File: config.mk
export PLATFORM = sky130hd
export DESIGN_NAME = asu_core
export DESIGN_NICKNAME = d
export VERILOG_FILES = /design/src/logic/asu_baud_gen.v /design/src/logic/asu_rx_sampler.v /design/src/logic/asu_core.v
export VERILOG_INCLUDE_DIRS = /design/src /design/src/shared
export SDC_FILE = /design/constraint.sdc
export NUM_CORES = 1
export LEC_CHECK = 0
export BUFFER_PORTS_ARGS = -buffer_cell sky130_fd_sc_hd__buf_2
export CAP_MARGIN = 20
export CORE_ASPECT_RATIO = 1.1
export CORE_MARGIN = 3
export CORE_UTILIZATION = 45
export CTS_CLUSTER_DIAMETER = 100
export DETAILED_ROUTE_END_ITERATION = 10
export GPL_TIMING_DRIVEN = 1
export SLEW_MARGIN = 20
export SYNTH_ARGS = -nofsm -noshare
export SYNTH_HDL_FRONTEND = slang
export SYNTH_SLANG_ARGS = --single-unit
File: constraint.sdc
create_clock -name mclk -period 4 [get_ports mclk]
set_clock_uncertainty 0.2 [all_clocks]
set_input_delay 0.8 -clock mclk [delete_from_list [all_inputs] [get_ports mclk]]
set_output_delay 0.8 -clock mclk [all_outputs]
set_load 0.005 [all_outputs]
File: src/shared/asu_defines.vh
/*
  constants for the async serial unit: baud chain, frame, line codes.
  assumes inclusion by bare name from design files.
*/
`ifndef ASU_DEFINES_VH
`define ASU_DEFINES_VH
`define ASU_PRE_DIV1      3'h0
`define ASU_PRE_DIV3      3'h1
`define ASU_PRE_DIV4      3'h2
`define ASU_PRE_DIV13     3'h3
`define ASU_PRE_DIV39     3'h4
`define ASU_PRE_CNT1      6'h00
`define ASU_PRE_CNT3      6'h02
`define ASU_PRE_CNT4      6'h03
`define ASU_PRE_CNT13     6'h0C
`define ASU_PRE_CNT39     6'h26
`define ASU_RATE_MAX      8'h7F
`define ASU_OVERSAMPLE    4'hF
`define ASU_SAMPLE_MID    4'h7
`define ASU_SAMPLE_A      4'h7
`define ASU_SAMPLE_B      4'h8
`define ASU_SAMPLE_C      4'h9
`define ASU_DATA_BITS     4'h8
`define ASU_FRAME_BITS    4'hA
`define ASU_IDLE_SAMPLES  8'h9F
`define ASU_LINE_IDLE     1'b1
`define ASU_LINE_START    1'b0
`endif

File: src/logic/asu_baud_gen.v
/*
  baud timing chain: prescaler then binary divider giving the 16x sample
  enable, then divide by 16 for the bit enable.
  assumes the asu defines header and a single clock domain.
*/
`timescale 1ns/1ps
`include "asu_defines.vh"
module asu_baud_gen
(
  // clock and reset
  input  wire       mclk,
  input  wire       rst_n,
  // rate selects
  input  wire [2:0] baud_prescale_sel,
  input  wire [2:0] baud_rate_sel,
  // enables
  output reg        sample_clock,
  output reg        bit_clock
);
  reg  [5:0] pre_cnt_reg;
  reg  [6:0] rate_cnt_reg;
  reg  [3:0] bit_cnt_reg;
  reg  [5:0] pre_top;
  reg  [6:0] rate_top;
  reg  [7:0] rate_span;
  wire       pre_tick;
  wire       rate_tick;

  // unused codes fall back to divide by 1
  always @*
  begin
    case (baud_prescale_sel)
      `ASU_PRE_DIV1:  pre_top = `ASU_PRE_CNT1;
      `ASU_PRE_DIV3:  pre_top = `ASU_PRE_CNT3;
      `ASU_PRE_DIV4:  pre_top = `ASU_PRE_CNT4;
      `ASU_PRE_DIV13: pre_top = `ASU_PRE_CNT13;
      `ASU_PRE_DIV39: pre_top = `ASU_PRE_CNT39;
      default:        pre_top = `ASU_PRE_CNT1;
    endcase
    rate_span = (`ASU_RATE_MAX >> (3'h7 - baud_rate_sel));
    rate_top  = rate_span[6:0];
  end

  assign pre_tick  = (pre_cnt_reg >= pre_top);
  assign rate_tick = pre_tick && (rate_cnt_reg >= rate_top);

  always @(posedge mclk or negedge rst_n)
  begin
    if (!rst_n)
    begin
      pre_cnt_reg  <= 6'h00;
      rate_cnt_reg <= 7'h00;
      bit_cnt_reg  <= 4'h0;
      sample_clock <= 1'b0;
      bit_clock    <= 1'b0;
    end
    else
    begin
      pre_cnt_reg  <= pre_tick ? 6'h00 : pre_cnt_reg + 6'h01;
      if (pre_tick)
        rate_cnt_reg <= rate_tick ? 7'h00 : rate_cnt_reg + 7'h01;
      sample_clock <= rate_tick;
      bit_clock    <= rate_tick && (bit_cnt_reg == `ASU_OVERSAMPLE);
      if (rate_tick)
        bit_cnt_reg <= bit_cnt_reg + 4'h1;
    end
  end
endmodule // asu_baud_gen

File: src/logic/asu_rx_sampler.v
/*
  receive line synchroniser and three-sample majority voter.
  assumes rxd is an asynchronous pin and sample_clock a one-cycle enable.
*/
`timescale 1ns/1ps
`include "asu_defines.vh"
module asu_rx_sampler
(
  // clock and reset
  input  wire       mclk,
  input  wire       rst_n,
  // line
  input  wire       rxd,
  input  wire       sample_clock,
  input  wire [3:0] phase,
  // results
  output wire       line_level,
  output reg        vote,
  output reg        vote_noisy
);
  reg       sync1_reg;
  reg       sync2_reg;
  reg [1:0] samp_reg;

  assign line_level = sync2_reg;

  always @(posedge mclk or negedge rst_n)
  begin
    if (!rst_n)
    begin
      sync1_reg  <= `ASU_LINE_IDLE;
      sync2_reg  <= `ASU_LINE_IDLE;
      samp_reg   <= 2'h3;
      vote       <= `ASU_LINE_IDLE;
      vote_noisy <= 1'b0;
    end
    else
    begin
      sync1_reg <= rxd;
      sync2_reg <= sync1_reg;
      if (sample_clock)
      begin
        if (phase == `ASU_SAMPLE_A) samp_reg[0] <= sync2_reg;
        if (phase == `ASU_SAMPLE_B) samp_reg[1] <= sync2_reg;
        if (phase == `ASU_SAMPLE_C)
        begin
          vote       <= (samp_reg[0] & samp_reg[1]) | (samp_reg[0] & sync2_reg) | (samp_reg[1] & sync2_reg);
          vote_noisy <= !((samp_reg[0] == samp_reg[1]) && (samp_reg[1] == sync2_reg));
        end
      end
    end
  end
endmodule // asu_rx_sampler

File: src/logic/asu_core.v
/*
  async serial unit core: transmitter with empty/done flags and graceful
  shutdown, receiver with full, overrun, noise, framing and idle flags.
  assumes software strobes: status_rd marks a status read, data_wr a data
  write with tx_data, data_rd a data read. control bits are plain ports.
*/
`timescale 1ns/1ps
`include "asu_defines.vh"
module asu_core
(
  // clock and reset
  input  wire       mclk,
  input  wire       rst_n,
  // baud configuration
  input  wire [2:0] baud_prescale_sel,
  input  wire [2:0] baud_rate_sel,
  // control
  input  wire       tx_on,
  input  wire       rx_on,
  input  wire       rx_sleep_ctl,
  input  wire       tx_empty_irq_en,
  input  wire       tx_done_irq_en,
  input  wire       rx_irq_en,
  input  wire       idle_irq_en,
  // software access strobes
  input  wire       status_rd,
  input  wire       data_wr,
  input  wire       data_rd,
  input  wire [7:0] tx_data,
  // status and data
  output reg        tx_buf_empty_flag,
  output reg        tx_done_flag,
  output reg        rx_buf_full_flag,
  output reg        rx_overrun_flag,
  output reg        noise_flag,
  output reg        frame_error_flag,
  output reg        rx_idle_flag,
  output reg  [7:0] rx_hold_reg,
  output wire       irq_req,
  // serial pins
  input  wire       rxd,
  output reg        txd,
  output reg        txd_oe
);
  localparam TX_OFF   = 2'h0;
  localparam TX_IDLE  = 2'h1;
  localparam TX_SHIFT = 2'h2;

  wire       sample_clock;
  wire       bit_clock;
  wire       line_level;
  wire       vote;
  wire       vote_noisy;

  reg  [1:0] tx_state_reg;
  reg  [7:0] tx_hold_reg;
  reg  [9:0] tx_shift_reg;
  reg  [3:0] tx_cnt_reg;
  reg        tx_on_d_reg;
  reg        tx_stop_reg;
  reg        tx_seen_empty_reg;
  reg        tx_seen_done_reg;

  reg        rx_busy_reg;
  reg  [3:0] rx_phase_reg;
  reg  [3:0] rx_cnt_reg;
  reg  [7:0] rx_shift_reg;
  reg        rx_noise_acc_reg;
  reg  [7:0] idle_cnt_reg;
  reg        line_busy_reg;
  reg  [4:0] rx_seen_reg;

  wire       rx_bit_pt;
  wire       tx_start;
  wire       rx_done;
  wire       rx_store;
  wire       rx_over;
  wire       idle_now;
  wire       rx_clear;

  asu_baud_gen u_baud
  (
    .mclk              (mclk),
    .rst_n             (rst_n),
    .baud_prescale_sel (baud_prescale_sel),
    .baud_rate_sel     (baud_rate_sel),
    .sample_clock      (sample_clock),
    .bit_clock         (bit_clock)
  );

  asu_rx_sampler u_samp
  (
    .mclk         (mclk),
    .rst_n        (rst_n),
    .rxd          (rxd),
    .sample_clock (sample_clock),
    .phase        (rx_phase_reg),
    .line_level   (line_level),
    .vote         (vote),
    .vote_noisy   (vote_noisy)
  );

  // only three receive flags and two transmit flags reach the request
  assign irq_req = (tx_buf_empty_flag && tx_empty_irq_en)
                 | (tx_done_flag && tx_done_irq_en)
                 | ((rx_buf_full_flag | rx_overrun_flag) && rx_irq_en && !rx_sleep_ctl)
                 | (rx_idle_flag && idle_irq_en);

  // queued character starts on a bit clock while enabled
  assign tx_start = bit_clock && (tx_state_reg == TX_IDLE) && tx_on && !tx_buf_empty_flag;

  // transmitter state machine
  always @(posedge mclk or negedge rst_n)
  begin
    if (!rst_n)
    begin
      tx_state_reg <= TX_OFF;
      tx_shift_reg <= 10'h3FF;
      tx_cnt_reg   <= 4'h0;
      tx_hold_reg  <= 8'h00;
      tx_on_d_reg  <= 1'b0;
      tx_stop_reg  <= 1'b0;
      txd          <= `ASU_LINE_IDLE;
      txd_oe       <= 1'b0;
    end
    else
    begin
      tx_on_d_reg <= tx_on;
      if (data_wr)
        tx_hold_reg <= tx_data;
      if (!tx_on && tx_state_reg == TX_SHIFT)
        tx_stop_reg <= 1'b1;
      case (tx_state_reg)
        TX_OFF:
        begin
          if (tx_on && !tx_on_d_reg)
          begin
            tx_state_reg <= TX_IDLE;
            txd_oe       <= 1'b1;
            txd          <= `ASU_LINE_IDLE;
          end
        end
        TX_IDLE:
        begin
          if (!tx_on && bit_clock)
          begin
            tx_state_reg <= TX_OFF;
            txd_oe       <= 1'b0;
          end
          else if (tx_start)
          begin
            tx_shift_reg <= {`ASU_LINE_IDLE, tx_hold_reg, `ASU_LINE_START};
            tx_cnt_reg   <= 4'h0;
            tx_state_reg <= TX_SHIFT;
          end
        end
        TX_SHIFT:
        begin
          if (bit_clock && tx_cnt_reg == `ASU_FRAME_BITS)
          begin
            // stop bit has stood a full bit time before the pin is let go
            tx_stop_reg <= 1'b0;
            if (tx_stop_reg || !tx_on)
            begin
              tx_state_reg <= TX_OFF;
              txd_oe       <= 1'b0;
            end
            else
              tx_state_reg <= TX_IDLE;
          end
          else if (bit_clock)
          begin
            txd          <= tx_shift_reg[0];
            tx_shift_reg <= {`ASU_LINE_IDLE, tx_shift_reg[9:1]};
            tx_cnt_reg   <= tx_cnt_reg + 4'h1;
          end
        end
        default:
          tx_state_reg <= TX_OFF;
      endcase
    end
  end

  // transmit flags; set wins over the clearing write
  always @(posedge mclk or negedge rst_n)
  begin
    if (!rst_n)
    begin
      tx_buf_empty_flag <= 1'b0;
      tx_done_flag      <= 1'b0;
      tx_seen_empty_reg <= 1'b0;
      tx_seen_done_reg  <= 1'b0;
    end
    else
    begin
      if (status_rd)
      begin
        tx_seen_empty_reg <= tx_buf_empty_flag;
        tx_seen_done_reg  <= tx_done_flag;
      end
      else if (data_wr)
      begin
        tx_seen_empty_reg <= 1'b0;
        tx_seen_done_reg  <= 1'b0;
      end
      if (data_wr && tx_seen_empty_reg)
        tx_buf_empty_flag <= 1'b0;
      if (data_wr && tx_seen_done_reg)
        tx_done_flag <= 1'b0;
      if (tx_on && !tx_on_d_reg)
      begin
        tx_buf_empty_flag <= 1'b1;
        tx_done_flag      <= 1'b1;
      end
      if (tx_start)
        tx_buf_empty_flag <= 1'b1;
      if (tx_state_reg == TX_SHIFT && bit_clock && tx_cnt_reg == `ASU_FRAME_BITS)
      begin
        if (tx_buf_empty_flag || tx_stop_reg || !tx_on)
          tx_done_flag <= 1'b1;
        if (tx_stop_reg || !tx_on)
          tx_buf_empty_flag <= 1'b1;
      end
    end
  end

  // receiver: phase counts samples within a bit, centre vote sample at phase 8
  assign rx_bit_pt = sample_clock && rx_busy_reg && (rx_phase_reg == `ASU_SAMPLE_C + 4'h1);
  assign rx_done   = rx_bit_pt && (rx_cnt_reg == `ASU_FRAME_BITS - 4'h1);
  assign rx_store  = rx_done && !rx_buf_full_flag;
  assign rx_over   = rx_done && rx_buf_full_flag;

  always @(posedge mclk or negedge rst_n)
  begin
    if (!rst_n)
    begin
      rx_busy_reg      <= 1'b0;
      rx_phase_reg     <= 4'h0;
      rx_cnt_reg       <= 4'h0;
      rx_shift_reg     <= 8'h00;
      rx_noise_acc_reg <= 1'b0;
      rx_hold_reg      <= 8'h00;
    end
    else if (sample_clock)
    begin
      rx_phase_reg <= rx_phase_reg + 4'h1;
      if (!rx_busy_reg)
      begin
        rx_phase_reg <= 4'h0;
        if (rx_on && line_level == `ASU_LINE_START)
        begin
          rx_busy_reg      <= 1'b1;
          rx_cnt_reg       <= 4'h0;
          rx_noise_acc_reg <= 1'b0;
        end
      end
      else if (rx_bit_pt)
      begin
        rx_noise_acc_reg <= rx_noise_acc_reg | vote_noisy;
        rx_cnt_reg       <= rx_cnt_reg + 4'h1;
        if (rx_cnt_reg == 4'h0 && vote != `ASU_LINE_START)
          rx_busy_reg <= 1'b0;
        else if (rx_cnt_reg <= `ASU_DATA_BITS && rx_cnt_reg != 4'h0)
          rx_shift_reg <= {vote, rx_shift_reg[7:1]};
        if (rx_done)
        begin
          rx_busy_reg <= 1'b0;
          if (!rx_buf_full_flag)
            rx_hold_reg <= rx_shift_reg;
        end
      end
    end
  end

  // idle detection: ones for a full character of samples
  assign idle_now = (idle_cnt_reg == `ASU_IDLE_SAMPLES);
  assign rx_clear = data_rd;

  always @(posedge mclk or negedge rst_n)
  begin
    if (!rst_n)
    begin
      idle_cnt_reg  <= 8'h00;
      line_busy_reg <= 1'b0;
    end
    else if (sample_clock)
    begin
      if (line_level != `ASU_LINE_IDLE)
      begin
        idle_cnt_reg  <= 8'h00;
        line_busy_reg <= 1'b1;
      end
      else if (!idle_now)
        idle_cnt_reg <= idle_cnt_reg + 8'h01;
      else
        line_busy_reg <= 1'b0;
    end
  end

  // receive flags; hardware set wins over software clear
  always @(posedge mclk or negedge rst_n)
  begin
    if (!rst_n)
    begin
      rx_buf_full_flag <= 1'b0;
      rx_overrun_flag  <= 1'b0;
      noise_flag       <= 1'b0;
      frame_error_flag <= 1'b0;
      rx_idle_flag     <= 1'b0;
      rx_seen_reg      <= 5'h00;
    end
    else
    begin
      if (status_rd)
        rx_seen_reg <= {rx_idle_flag, frame_error_flag, noise_flag, rx_overrun_flag, rx_buf_full_flag};
      else if (data_rd)
        rx_seen_reg <= 5'h00;
      if (rx_clear)
      begin
        if (rx_seen_reg[0]) rx_buf_full_flag <= 1'b0;
        if (rx_seen_reg[1]) rx_overrun_flag  <= 1'b0;
        if (rx_seen_reg[2]) noise_flag       <= 1'b0;
        if (rx_seen_reg[3]) frame_error_flag <= 1'b0;
        if (rx_seen_reg[4]) rx_idle_flag     <= 1'b0;
      end
      if (rx_store)
      begin
        rx_buf_full_flag <= 1'b1;
        noise_flag       <= rx_noise_acc_reg | vote_noisy;
        frame_error_flag <= (vote != `ASU_LINE_IDLE);
      end
      if (rx_over)
        rx_overrun_flag <= 1'b1;
      if (sample_clock && line_busy_reg && idle_now && line_level == `ASU_LINE_IDLE && !rx_sleep_ctl)
        rx_idle_flag <= 1'b1;
    end
  end
endmodule // asu_core

==> flow_summary.yaml <==
grt:
  antenna_found_initial: 0
  grt_pass1_wl_um: 15900
  grt_max_degree: 71
  grt_use_total_pct: 15.9
  grt_pass1_vias: 3356
  grt_overflow: 0
clock_tree:
  cts_max_level: 3
  cts_root_buf: "clkbuf_16"
  post_cts_resize_count: 0
  numCtsBuffers: 9
  post-cts-setup-buffers: 0
  clk_pin_slew_ps: 70
  cts.sinks: 101
  ctsHoldBuffers: 0
  cts_tree: "yes"
  worstSkewPairLatency_ps: 340
  clock_path_buffers: 2
final_layout:
  seqCellArea_sq_um: 2550
  diodes: 0
  fillers: 988
  final_layout_size_suffix_gt1_share_pct: 24.6
  multi_input_area_sq_um: 2280
  nets: 554
  largest_register_ffs: 9
  area_delta_synth_final_pct: 13.1
floorplanning:
  die_w_um: 106
  die_h_um: 116
  rows: 39
  die_area_sq_um: 12300
  initial_core_util_pct: 46.9
  core_area_sq_um: 10600
  pin_count: 45
detailed_routing:
  vias_per_cell: 5.26
  wl_per_cell_um: 14.0
  dr.first_iter.drc_count: 149
  detail-route-antenna-nets: 0
  dr_total_vias: 3390
  wl_um: 9020
  drtPass1Iterations: 4
  drc: 0
synth:
  synth-edff-count: 0
  synth-seq-cells: 101
  syn-num-nets: 511
  ys_seq_area_share_pct: 51.3
  netlist_instances: 453
  yosys_warnings: 0
  syn_area_sq_um: 4970
  synth_ff_type: "dfrtp_1"
  yosysUniqueCellTypes: 50
  syn_area_per_cell_sq_um: 11.0
  synthArstFlopShare_pct: 100
worst_hold_path:
  hold_class: "flop to flop"
  min_from: "u_samp.sync1_reg"
  min_path_cells: 0
  min_to: "u_samp.line_level"
critical_path:
  crit_start: "baud_prescale_sel[1]"
  critPathRequiredTime_ps: 4020
  r2r_setup_slack_ps: 1410
  path_class: "input pin to flop"
  critical_path.max_fanout: 10
  r2r_start: "tx_state_reg[0]"
  rr_endpoint: "tx_shift_reg[1]"
  critPathCaptureType: "flop"
  rr_worst_depth: 7
  cp.arrival_ps: 2680
  start_kind: "input pin"
sta:
  setup-violations-final: 0
  min_period_over_period_pct: 66.4
  rsz0062_at_grt: "no"
  max-slew-margin-rel_pct: 42.1
  slew_violations: 0
  tightest_slew_ps: 868
  fmax_mhz: 377
  setup_tns_ps: 0
  period_needed_ps: 2650
  final-hold-violation-count: 0
place:
  finalWeightedCongestion: 0.793
  place_hpwl_um: 6480
  port_buffers: 44
pwr:
  ir_drop_uv: 278
  finalPower_uw: 2610
  powerDensity_nw_per_um2: 465
  leakagePower_uw: 0.00260
status:
  status: "finished, final reports clean"
run:
  max_cap_viol_count: 0
[layer usage]
| metal | wire length (um) | track usage, % | vias up | part of all wire (%) |
|---|---|---|---|---|
| met1 | 4300 | 21.4 | 1651 | 48 |
| met3 | 242 | 3.32 | 11 | 2.7 |
| met4 | 138 | 5.27 | 0 | 1.5 |
| li1 | - | - | 1693 | - |
| met5 | 0 | 0 | - | 0 |
| met2 | 4340 | 26.1 | 35 | 48 |
[cells in the final DEF, fill, tap and decap left out, types with 8 or more instances in the layout]
master,n
buf_2,43
nor2_1,36
nand3_1,23
ha_1,31
clkbuf_16,9
dfrtp_1,86
nand2_1,42
o21ai_0,26
nand3b_1,11
dfstp_2,15
xor2_1,13
a22o_1,15
a21oi_1,13
inv_1,19
mux2_2,26
a21o_1,8
[report_power, final]
part	total (uW)	internal (uW)	switching (uW)
combinational	511	224	287
clock	840	438	402
sequential	1260	1140	121
[area by class of cell]
| type | count | area share (%) |
|---|---|---|
| sequential | 101 | 45.3 |
| multi-input combinational | 317 | 40.5 |
| timing repair buffer | 48 | 4.50 |
| clock buffer | 9 | 4.01 |
| tap | 143 | 3.18 |
| inverter | 19 | 1.27 |
| clock inverter | 7 | 1.20 |
[kinds of logic (layout without fill, tap and decap cells)]
logic type	after synthesis	count (layout)	synth area share, %
AOI/OAI and AO/OA	90	90	13.4
xor gates and xnor gates	17	17	3.00
adders and majority gates	31	31	7.81
buffers and inverters	35	83	2.90
DFF	101	101	51.3
muxes	29	29	6.53
and+or+nand+nor	150	150	15.1
[cells in the mapped netlist, types with 2 or more instances]
cell type,n,share of area [%]
inv_1,19,1.4
clkbuf_1,10,0.76
nor2_1,36,2.7
mux2_2,26,5.9
nand4_1,3,0.38
nor2b_1,5,0.63
and2_1,4,0.50
dfstp_2,15,7.9
a22o_1,15,2.6
nor3_1,3,0.30
a211oi_1,3,0.45
o221a_2,7,1.6
a21o_1,8,1.2
or2_2,4,0.50
a21oi_1,13,1.3
dfrtp_1,86,43
o41ai_1,2,0.35
mux2i_1,2,0.40
nand3_1,23,2.3
nor3b_1,4,0.60
and4b_1,2,0.40
ha_1,31,7.8
nand3b_1,11,1.7
and3_1,2,0.25
nand2_1,42,3.2
xor2_1,13,2.3
buf_2,4,0.40
o211ai_1,4,0.60
or3_1,3,0.38
xnor2_1,4,0.71
o21ai_0,26,2.6
nand2b_1,4,0.50
buf_4,2,0.30
[critical path, cell delays in order]
cell	delay, ps
buf_2	130
xor2_1	150
o21ai_0	150
ha_1	250
o211ai_1	170
o21ai_0	140
a21oi_2	430
nor2_2	130
mux2_1	320
[through the flow]
step / setup WS, ps / utilization (%) / cells / area [sq um] / hold WS (ps)
2_1_floorplan: 1260 / - / 453 / 4970 / 145
3_3_place_gp: 1080 / 50.3 / 628 / 5330 / 147
3_5_place_dp: 969 / 50.3 / 628 / 5330 / 147
4_1_cts: 1330 / 53.1 / 644 / 5620 / 158
5_1_grt: 1140 / 53.1 / 644 / 5620 / 167
6_report: 1350 / 53.1 / 644 / 5620 / 156
[how the worst max path moves through the flow]
stage / end / slack [ps] / cells past startpoint
2_1_floorplan: u_baud.rate_cnt_reg[6] / 1260 / 8
3_3_place_gp: u_baud.bit_cnt_reg[1] / 1080 / 8
3_5_place_dp: u_baud.bit_cnt_reg[1] / 970 / 10
4_1_cts: u_baud.bit_cnt_reg[1] / 1330 / 10
5_1_grt: tx_shift_reg[7] / 1140 / 7
6_report: u_baud.bit_cnt_reg[1] / 1350 / 9
Note: power is estimated with default switching activity, not from simulation.
